## src/core/rtc_timer_alarm_cfg.svh

```systemverilog
// Offsets, field positions, reset values and timing counts of the timer block.
// Assumes the includer compiles it once per unit; the guard stops repeats.
`ifndef RTC_TIMER_ALARM_CFG_SVH
`define RTC_TIMER_ALARM_CFG_SVH

// Register offsets on the byte-wide register port
`define RTC_CAPTURE_OFS      8'h00
`define RTC_CTRL_OFS         8'h04
`define RTC_ALARM_OFS        8'h08

// Control register field positions
`define RTC_BIT_OSC_EN       7
`define RTC_BIT_MCLK_EN      6
`define RTC_BIT_OSC_FAIL     5
`define RTC_BIT_RUN          4
`define RTC_BIT_ALARM_EN     3
`define RTC_BIT_ALARM_FLAG   2
`define RTC_BIT_LOAD         1
`define RTC_BIT_SNAP         0

// Reset values
`define RTC_CTRL_RST         8'h00
`define RTC_FAIL_RST         1'b1
`define RTC_TIMER_RST        32'h0000_0000
`define RTC_BYTE_RST         8'h00

// Timing: system clock period and missing-clock timeout
`define RTC_CLK_PERIOD_PS    4000
`define RTC_MISS_TIME_US     100
`define RTC_MISS_CYCLES      ((`RTC_MISS_TIME_US * 1000 * 1000) / `RTC_CLK_PERIOD_PS)

`endif

```

## src/core/rtc_pkg.sv

```systemverilog
// Types shared by the timer block and its bench.
// Assumes the constants header is included beside it.
package rtc_pkg;

	typedef logic [7:0]  byte_t;
	typedef logic [31:0] count_t;

	// One register-port request, valid in the cycle it is presented
	typedef struct packed
	{
		byte_t addr;
		byte_t wdata;
		logic  wr;
		logic  rd;
	} reg_req_s;

endpackage : rtc_pkg

```

## src/core/rtc_timer_alarm.sv

```systemverilog
// Real-time timer with capture buffer, equality alarm and control register.
// Assumes one system clock; the oscillator arrives as an asynchronous pin.
//
// Summary of operation
// - Load or snapshot timer without stopping it
// - Load request copies capture buffer into timer
// - Load request bit self-clears when load done
// - Snapshot request copies timer into capture buffer
// - Snapshot request bit self-clears when copy done
// - Alarm fires only on exact 32-bit equality
// - Auto reset zeroes timer one oscillator cycle after alarm
// - Alarm event offered as output for system use
// - Writing alarm enable zero clears alarm flag
// - Unchanged match re-fires after timer wrap or after auto reset
// - Alarm flag lasts at most one oscillator cycle unless count stays on match
// - Timer wraps to zero and keeps counting
// - Control register layout at offset 0x04
// - Bit 7 switches the oscillator on and off
// - Bit 6 enables the missing-clock detector
// - Fail flag set on timeout, software clears it
// - Run bit increments timer each oscillator cycle
// - Flag position writes auto reset, reads flag
// - Detector times out after 100 us stable
`timescale 1ns/100ps
`include "rtc_timer_alarm_cfg.svh"

module rtc_timer_alarm
#(
	parameter int unsigned MISS_CYCLES = `RTC_MISS_CYCLES
)
(
	input  wire logic             clk_i,
	input  wire logic             rst_i,
	input  wire rtc_pkg::reg_req_s req_i,
	output logic [7:0]            rd_data_o,
	input  wire logic             rtc_osc_i,
	output logic                  osc_enable_o,
	output logic                  alarm_event_o,
	output logic                  osc_fail_o
);
	import rtc_pkg::*;

	// Counter width covers the parked value one past the limit
	localparam int unsigned MISS_W = $clog2(MISS_CYCLES + 2);

	// True when an address falls in the four-byte group at base
	function automatic logic in_group(input byte_t addr, input byte_t base);
		in_group = (addr[7:2] == base[7:2]);
	endfunction : in_group

	logic              osc_s1_r;
	logic              osc_s2_r;
	logic              osc_s3_r;
	logic              osc_lvl_r;
	logic              osc_change;
	logic              tick;
	logic [MISS_W-1:0] miss_cnt_r;
	logic              miss_timeout;
	logic              osc_en_r;
	logic              mclk_en_r;
	logic              fail_r;
	logic              run_r;
	logic              alarm_en_r;
	logic              auto_reset_r;
	logic              alarm_flag_r;
	logic              load_req_r;
	logic              snap_req_r;
	count_t            timer_r;
	count_t            capture_r;
	count_t            alarm_r;
	logic              wr_ctrl;
	logic              alarm_match;
	byte_t             ctrl_view;
	byte_t             rd_nxt;
	byte_t             rd_data_r;

	// Oscillator pin synchroniser
	// First stage may go metastable; only the second reads it
	always_ff @(posedge clk_i)
	begin
		if (rst_i)
		begin
			osc_s1_r <= 1'b0;
			osc_s2_r <= 1'b0;
			osc_s3_r <= 1'b0;
		end
		else
		begin
			osc_s1_r <= rtc_osc_i;
			osc_s2_r <= osc_s1_r;
			osc_s3_r <= osc_s2_r;
		end
	end

	// Settled level changes only when the last two stages agree
	assign osc_change = (osc_s2_r == osc_s3_r) && (osc_s3_r != osc_lvl_r);
	assign tick       = osc_change && osc_s3_r;

	always_ff @(posedge clk_i)
	begin
		if (rst_i)
		begin
			osc_lvl_r <= 1'b0;
		end
		else if (osc_change)
		begin
			osc_lvl_r <= osc_s3_r;
		end
	end

	// Missing-clock detector: one-shot after the level stands too long
	always_ff @(posedge clk_i)
	begin
		if (rst_i)
		begin
			miss_cnt_r <= '0;
		end
		else if (!mclk_en_r || osc_change)
		begin
			miss_cnt_r <= '0;
		end
		else if (miss_cnt_r != MISS_W'(MISS_CYCLES + 1))
		begin
			miss_cnt_r <= miss_cnt_r + 1'b1;
		end
	end

	// One-shot: the counter parks one past the limit
	assign miss_timeout = mclk_en_r && !osc_change
		&& (miss_cnt_r == MISS_W'(MISS_CYCLES));

	// Control byte decode; one address, no lanes
	assign wr_ctrl = req_i.wr && (req_i.addr == `RTC_CTRL_OFS);

	// Plain control bits
	always_ff @(posedge clk_i)
	begin
		if (rst_i)
		begin
			osc_en_r     <= 1'(`RTC_CTRL_RST >> `RTC_BIT_OSC_EN);
			mclk_en_r    <= 1'(`RTC_CTRL_RST >> `RTC_BIT_MCLK_EN);
			run_r        <= 1'(`RTC_CTRL_RST >> `RTC_BIT_RUN);
			alarm_en_r   <= 1'(`RTC_CTRL_RST >> `RTC_BIT_ALARM_EN);
			auto_reset_r <= 1'(`RTC_CTRL_RST >> `RTC_BIT_ALARM_FLAG);
		end
		else if (wr_ctrl)
		begin
			osc_en_r     <= req_i.wdata[`RTC_BIT_OSC_EN];
			mclk_en_r    <= req_i.wdata[`RTC_BIT_MCLK_EN];
			run_r        <= req_i.wdata[`RTC_BIT_RUN];
			alarm_en_r   <= req_i.wdata[`RTC_BIT_ALARM_EN];
			auto_reset_r <= req_i.wdata[`RTC_BIT_ALARM_FLAG];
		end
	end

	// Fail flag: timeout sets, written zero clears, set wins
	always_ff @(posedge clk_i)
	begin
		if (rst_i)
		begin
			fail_r <= `RTC_FAIL_RST;
		end
		else if (miss_timeout)
		begin
			fail_r <= 1'b1;
		end
		else if (wr_ctrl && !req_i.wdata[`RTC_BIT_OSC_FAIL])
		begin
			fail_r <= 1'b0;
		end
	end

	// Load request: software sets, next oscillator tick completes
	// A request stays pending while the oscillator is stopped
	always_ff @(posedge clk_i)
	begin
		if (rst_i)
		begin
			load_req_r <= 1'b0;
		end
		else if (wr_ctrl && req_i.wdata[`RTC_BIT_LOAD])
		begin
			load_req_r <= 1'b1;
		end
		else if (tick)
		begin
			load_req_r <= 1'b0;
		end
	end

	// Snapshot request: software sets, next oscillator tick completes
	always_ff @(posedge clk_i)
	begin
		if (rst_i)
		begin
			snap_req_r <= 1'b0;
		end
		else if (wr_ctrl && req_i.wdata[`RTC_BIT_SNAP])
		begin
			snap_req_r <= 1'b1;
		end
		else if (tick)
		begin
			snap_req_r <= 1'b0;
		end
	end

	// Timer: load beats auto reset beats counting; never halted for access
	// Load and auto reset move only on a tick, in oscillator time
	always_ff @(posedge clk_i)
	begin
		if (rst_i)
		begin
			timer_r <= `RTC_TIMER_RST;
		end
		else if (tick)
		begin
			if (load_req_r)
			begin
				timer_r <= capture_r;
			end
			else if (alarm_flag_r && auto_reset_r)
			begin
				timer_r <= `RTC_TIMER_RST;
			end
			else if (run_r)
			begin
				timer_r <= timer_r + 32'h0000_0001;
			end
		end
	end

	// Compares the count before the tick lands
	assign alarm_match = alarm_en_r && (timer_r == alarm_r);

	// Alarm flag: each tick recomputes it, so it lasts one oscillator cycle unless the count stays on the match
	always_ff @(posedge clk_i)
	begin
		if (rst_i)
		begin
			alarm_flag_r <= 1'b0;
		end
		else if (tick)
		begin
			alarm_flag_r <= alarm_match;
		end
		else if (wr_ctrl && !req_i.wdata[`RTC_BIT_ALARM_EN])
		begin
			alarm_flag_r <= 1'b0;
		end
	end

	// Byte-wide capture buffer and match value, low byte at low address
	for (genvar b = 0; b < 4; b++)
	begin : g_bytes
		always_ff @(posedge clk_i)
		begin
			if (rst_i)
			begin
				capture_r[8*b +: 8] <= `RTC_BYTE_RST;
			end
			else if (tick && snap_req_r)
			begin
				capture_r[8*b +: 8] <= timer_r[8*b +: 8];
			end
			else if (req_i.wr && in_group(req_i.addr, `RTC_CAPTURE_OFS)
				&& (req_i.addr[1:0] == 2'(b)))
			begin
				capture_r[8*b +: 8] <= req_i.wdata;
			end
		end

		always_ff @(posedge clk_i)
		begin
			if (rst_i)
			begin
				alarm_r[8*b +: 8] <= `RTC_BYTE_RST;
			end
			else if (req_i.wr && in_group(req_i.addr, `RTC_ALARM_OFS)
				&& (req_i.addr[1:0] == 2'(b)))
			begin
				alarm_r[8*b +: 8] <= req_i.wdata;
			end
		end
	end

	// Control read view: flag position shows the event, not auto reset
	always_comb
	begin
		ctrl_view                      = 8'h00;
		ctrl_view[`RTC_BIT_OSC_EN]     = osc_en_r;
		ctrl_view[`RTC_BIT_MCLK_EN]    = mclk_en_r;
		ctrl_view[`RTC_BIT_OSC_FAIL]   = fail_r;
		ctrl_view[`RTC_BIT_RUN]        = run_r;
		ctrl_view[`RTC_BIT_ALARM_EN]   = alarm_en_r;
		ctrl_view[`RTC_BIT_ALARM_FLAG] = alarm_flag_r;
		ctrl_view[`RTC_BIT_LOAD]       = load_req_r;
		ctrl_view[`RTC_BIT_SNAP]       = snap_req_r;
	end

	// Read mux; unmapped addresses read zero
	always_comb
	begin
		rd_nxt = 8'h00;
		if (in_group(req_i.addr, `RTC_CAPTURE_OFS))
		begin
			rd_nxt = capture_r[8*req_i.addr[1:0] +: 8];
		end
		else if (req_i.addr == `RTC_CTRL_OFS)
		begin
			rd_nxt = ctrl_view;
		end
		else if (in_group(req_i.addr, `RTC_ALARM_OFS))
		begin
			rd_nxt = alarm_r[8*req_i.addr[1:0] +: 8];
		end
	end

	// Read data stands only in the cycle after the strobe
	always_ff @(posedge clk_i)
	begin
		if (rst_i)
		begin
			rd_data_r <= 8'h00;
		end
		else if (req_i.rd)
		begin
			rd_data_r <= rd_nxt;
		end
		else
		begin
			rd_data_r <= 8'h00;
		end
	end

	// Alarm event is the flag itself; routing lives outside
	assign rd_data_o     = rd_data_r;
	assign osc_enable_o  = osc_en_r;
	assign alarm_event_o = alarm_flag_r;
	assign osc_fail_o    = fail_r;

endmodule : rtc_timer_alarm

```

## config.mk

```make
export PLATFORM = sky130hd
export DESIGN_NAME = rtc_timer_alarm
export DESIGN_NICKNAME = d
export VERILOG_FILES = /design/src/core/rtc_pkg.sv /design/src/core/rtc_timer_alarm.sv
export VERILOG_INCLUDE_DIRS = /design/src /design/src/core
export SDC_FILE = /design/constraint.sdc
export NUM_CORES = 1
export LEC_CHECK = 0
export ABC_AREA = 1
export BUFFER_PORTS_ARGS = -buffer_cell sky130_fd_sc_hd__buf_4
export CAP_MARGIN = 10
export CELL_PAD_IN_SITES_DETAIL_PLACEMENT = 0
export CELL_PAD_IN_SITES_GLOBAL_PLACEMENT = 1
export CORE_UTILIZATION = 40
export DETAILED_ROUTE_END_ITERATION = 10
export GPL_TIMING_DRIVEN = 0
export PLACE_DENSITY_LB_ADDON = 0.1
export SETUP_SLACK_MARGIN = 0.2
export SYNTH_ARGS = -nofsm -noshare
export SYNTH_HDL_FRONTEND = slang
export SYNTH_SLANG_ARGS = --single-unit
```

## constraint.sdc

```tcl
create_clock -name clk_i -period 2.3 [get_ports clk_i]
set_clock_uncertainty 0.15 [all_clocks]
set_input_delay 0 -clock clk_i [delete_from_list [all_inputs] [get_ports clk_i]]
set_output_delay 0 -clock clk_i [all_outputs]
set_load 0.005 [all_outputs]
```

# Word level (Yosys, flattened, before mapping)
# Index checks and enable logic that the tools add are counted.
[op_classes] reduce_logical=41 shifts=2 bitwise=1 muxes=19 n_addsub=2 eq_ne=10
[op_table] operator="$mux W32" n=3
[op_table] operator="$mux W8" n=11
[op_table] operator="$shiftx A32 B6 Y8" n=2
[op_table] operator="$add A32 B1 Y32 const B" n=1
[op_table] operator="$eq A32 B32 Y1" n=1
[op_table] operator="$logic_and A1 B1 Y1" n=22
[op_table] operator="$add A15 B1 Y15 const B" n=1
[op_table] operator="$eq A15 B15 Y1 const B" n=1
[op_table] operator="$ne A15 B15 Y1 const B" n=1
[op_table] operator="$reduce_bool A2 Y1" n=7
[op_table] operator="$eq A8 B3 Y1 const B" n=1
[op_table] operator="$eq A6 B2 Y1 const B" n=1
[op_table] operator="$logic_not A6 Y1" n=1
[op_table] operator="$reduce_or A2 Y1" n=3
[op_table] operator="$mux W1" n=5
[op_table] operator="$eq A2 B2 Y1 const B" n=2
[op_table] operator="$logic_not A1 Y1" n=4
[op_table] operator="$reduce_bool A3 Y1" n=1
[op_table] operator="$eq A2 B1 Y1 const B" n=1
[op_table] operator="$logic_not A2 Y1" n=1
[op_table] operator="$reduce_and A2 Y1" n=1
[op_table] operator="$eq A1 B1 Y1" n=1
[op_table] operator="$logic_or A1 B1 Y1" n=1
[op_table] operator="$ne A1 B1 Y1" n=1
[op_table] operator="$not A1 Y1" n=1
[word_totals] in_bits=21 regBits=132 out_inout_bits=11

# Depth between registers and ports, before layout
[logic_depth] ltp_word=6 mapped_depth=10 mapped_depth_nobuf=10

# Worst setup path after synthesis
# Ideal clock, no wire load.
[synth_path] kind="register to register" start="register timer_r[0]" end="register timer_r[22]" path_slack_ns=0.746 path_stages_with_launch=10 arrival_ns=1.334 synth_period_minus_slack_ns=1.554 t_required_ns=2.080 path_cell_list="dfxtp_1 ha_1 nand2_2 nor2_4 nand3_2 nor2_2 nand2_1 nand2_1 nand3_1 a21oi_1"
[synth_via] elab_chain_cells=4
[synth_lines] item="from (decl)" line="rtc_timer_alarm.sv:68" text="count_t timer_r;"
[synth_lines] item="from (signal assigned)" line="rtc_timer_alarm.sv:214" text="timer_r <= `RTC_TIMER_RST;"
[synth_lines] item="from (signal assigned)" line="rtc_timer_alarm.sv:220" text="timer_r <= capture_r;"
[synth_lines] item="from (signal assigned)" line="rtc_timer_alarm.sv:224" text="timer_r <= `RTC_TIMER_RST;"
[synth_lines] item="$add A32 B1 Y32" line="rtc_timer_alarm.sv:228" text="timer_r <= timer_r + 32'h0000_0001;"
[synth_lines] item="$mux W32" line="rtc_timer_alarm.sv:226" text="else if (run_r)"
[synth_lines] item="$mux W32" line="rtc_timer_alarm.sv:222" text="else if (alarm_flag_r && auto_reset_r)"
[synth_lines] item="$mux W32" line="rtc_timer_alarm.sv:218" text="if (load_req_r)"
# Every way passes these cells. The select of a mux whose other input is x is not followed.
# A chain may end at the register's enable or synchronous reset.

# Final worst setup path
[layout_path] start="register osc_s2_r" end="register timer_r[16]"
[layout_via] elab_chain_cells=4
[layout_lines] item="from (decl)" line="rtc_timer_alarm.sv:52" text="logic osc_s2_r;"
[layout_lines] item="from (signal assigned)" line="rtc_timer_alarm.sv:90" text="osc_s2_r <= osc_s1_r;"
[layout_lines] item="$eq A1 B1 Y1" line="rtc_timer_alarm.sv:96" text="assign osc_change = (osc_s2_r == osc_s3_r) && (osc_s3_r != osc_lvl_r);"
[layout_lines] item="$logic_and A1 B1 Y1" line="rtc_timer_alarm.sv:96"
[layout_lines] item="$logic_and A1 B1 Y1" line="rtc_timer_alarm.sv:97" text="assign tick = osc_change && osc_s3_r;"
[layout_lines] item="$reduce_and A2 Y1 (no line)"
# Every way passes these cells.

==> metrics <==
via count=7,822; crit-path max FO=10; Least-Margin Pin Slew=0.712 ns; Die Area=18,800 sq um; TritonCTS clock tree=yes; setup repair after global routing missed its margin=no; number of antenna violations at the first check in global routing=1; clock insertion delay at the later pin of the skew report=0.43 ns; worst r2r dst=timer_r[16]$_SDFFE_PP0P_; final period utilization=0.896; Layout Cells excl Fill=1,429; per-cell via count in the routed design=5.47; post-synthesis instance area=7320 sq um; Synth cell types=39; synthesized instance count=1,105; core utilization of the finished layout=0.492; standard cell core area=18,000 sq um; Routability Congestion=1.02; clock sink count=132; portion of the post-synthesis area used by sequential elements=0.361; sum of routed wire length over all layers=28.9 mm; proportion of register bits with asynchronous set or reset after synthesis=0; Critical Setup Path Class=flop to flop; worst min path class=primary input to flop; hold endpoint=rd_data_o[2]$_SDFF_PP0_; starting utilization of the core area=0.407; pin count of the biggest net entering global routing=17; # IOs=32; flops & latches, synth=132; cell area after layout=8840 sq um; ANT nets after route=0; post-detailed-placement half-perimeter wirelength=22.0 mm; instance count along the most critical hold path=4; met1 routing resource usage after global routing=0.436; routed wirelength normalized by instance count=20.2 um; Yosys top cell area share=0.361; synthesized net count=1,130; Data arrival, critical path=2.22 ns; total CTS buffers=17; highest-count cells in the layout ignoring fill and taps=nand2_1, a21oi_1, dfxtp_1; number of antenna cells inserted=0; Residual DRC=0; biggest area contributors in the synthesized netlist=dfxtp_1, nand2_1, a21oi_1, o21ai_0, nand3_1; count of buffers inserted at the top-level ports=30; launch instance of the worst register-to-register path=osc_s2_r$_SDFF_PP0_; share of cells above drive strength 1=0.121; Hold Slack=-0.0290 ns; CTS H-Tree Depth=4; Worst setup EP type=flop; GRT met3 Usage=0.0692; worst-case vdd ir drop=584 uV; final net count=1,212; most common library cell in the layout ignoring fill and taps=nand2_1; gr usage total=0.318; Fmax=0.485 GHz; Placement Rows=49; Final Hold Fails=2; Overall Power=5.59 mW; shortest clock period the worst path allows after layout=2.06 ns; die height=137 um; worst reg2reg path depth=6; Setup TNS Final=0 ns; violations in the final reports=hold timing; Critical Path RT=2.46 ns; area added between synthesis and finish=20.9%; Lkg Pwr=3.37 nW; Pre-Repair DR Iteration Count=8; buffer cell driving the clock tree root=clkbuf_16; GR Layer Usage met2=0.488; MaxCap Viol Count=0; outcome=finished with violations; Post-Syn Area per Cell=6.62 sq um; chip width=137 um; minimum setup slack among reg-to-reg paths=0.24 ns; first-pass GRT wire length=42.7 mm; number of warnings reported in the yosys synthesis log=0; hold path startpoint=rst_i; tightest slew margin relative to the limit=0.521; number of synthesized flops with an enable pin=0; dpl cells=1,364; ys flop type=dfxtp_1; kind of launch point of the worst setup path=flop; Setup-failing EPs final=0; total power density per cell area=632 nW/um^2; number of DRC violations after detailed-routing iteration 0=787; maximum clock path buffer count=2; register clock-pin slew on the reported worst setup and hold paths=0.06 ns; grt ovf=0; smallest setup slack after layout=0.239 ns; via count of the first global-routing pass=7,025; number of pins with negative max-slew slack in the final report=0; placed cell area=7830 sq um; layer carrying the most global-route usage=met2; cell type with the largest total area after synthesis=dfxtp_1; worst setup slack before clock tree synthesis=0.176 ns
-- Yosys cell counts, types with 6 or more instances --
cell type    n
o2111ai_1    8
buf_2       13
xor2_1       8
nor2_1      95
nand2_4     10
inv_1      104
dfxtp_1    132
xnor2_1      7
o21ai_1     23
buf_6        6
inv_2       10
nand4_1     14
nand2_1    249
nor2_2       6
a21oi_1    141
nor3_1       9
nand2_2      7
clkbuf_1    21
nor2_4      10
nand3_1     82
o21ai_0    121
-- per-layer routing --
metal,share of wire,vias to the layer above
met5,0,-
met4,0.027,0
met3,0.084,51
met2,0.44,345
met1,0.45,3588
li1,-,3838
-- critical path: stages (launching register included) --
cell and delay [ns]:
dfxtp_1 0.38, nand3_2 0.25, a21oi_4 0.33, inv_2 0.12, buf_2 0.22, a21oi_1 0.37
a21oi_1 0.12
-- kinds of logic (layout without fill, tap and decap cells) --
group / count (synthesis) / in the layout / synth area share
buf+inv: 157 / 252 / 0.0896
compound gates: 305 / 305 / 0.218
simple gates: 492 / 492 / 0.307
fa+ha+maj: 4 / 4 / 0.00684
xor+xnor: 15 / 15 / 0.0180
flops: 132 / 132 / 0.361
-- registers in the layout (all words and copies together) (netlist names), 8 cells and up --
name,flops
alarm_r,32
timer_r,32
capture_r,32
miss_cnt_r,15
rd_data_o,8
-- report_power, final --
group	internal [mW]	switching [mW]	leakage [nW]
Clock	1.95	1.10	0.309
Combinational	0.0821	0.162	1.99
Sequential	2.29	0.00381	1.06
Total	4.32	1.26	3.37
-- area by class of cell --
| cell class | instances | area [sq um] |
|---|---|---|
| fill | 1867 | 9120 |
| sequential | 132 | 2640 |
| clock buffer | 19 | 443 |
| multi-input combinational | 816 | 4050 |
| tap | 229 | 287 |
| clock inverter | 13 | 205 |
| inverter | 114 | 428 |
| timing repair buffer | 63 | 556 |
| buffer | 43 | 235 |
-- what timing repair did --
item,4_1_cts,5_1_grt
cloned,0,0
endpoints found under the setup margin,5,22
hold buffers,29,0
gates resized for setup,2,12
hold endpoints to repair,55,0
pin swaps,0,1
setup buffers,0,5
-- how the worst max path moves through the flow --
| stage | startpoint | endpoint | slack [ns] | cells past startpoint |
|---|---|---|---|---|
| floorplan | timer_r[0]$_SDFFE_PP0P_ | timer_r[22]$_SDFFE_PP0P_ | 0.75 | 9 |
| finish | osc_s2_r$_SDFF_PP0_ | timer_r[16]$_SDFFE_PP0P_ | 0.24 | 6 |
| global route | osc_s2_r$_SDFF_PP0_ | capture_r[16]$_SDFFE_PP0P_ | 0.21 | 8 |
| global placement | load_req_r$_SDFFE_PP0P_ | timer_r[16]$_SDFFE_PP0P_ | 0.12 | 7 |
| CTS | load_req_r$_SDFFE_PP0P_ | timer_r[30]$_SDFFE_PP0P_ | 0.25 | 7 |
| detailed placement | load_req_r$_SDFFE_PP0P_ | timer_r[16]$_SDFFE_PP0P_ | 0.18 | 7 |
(Power assumes the default switching activity.)
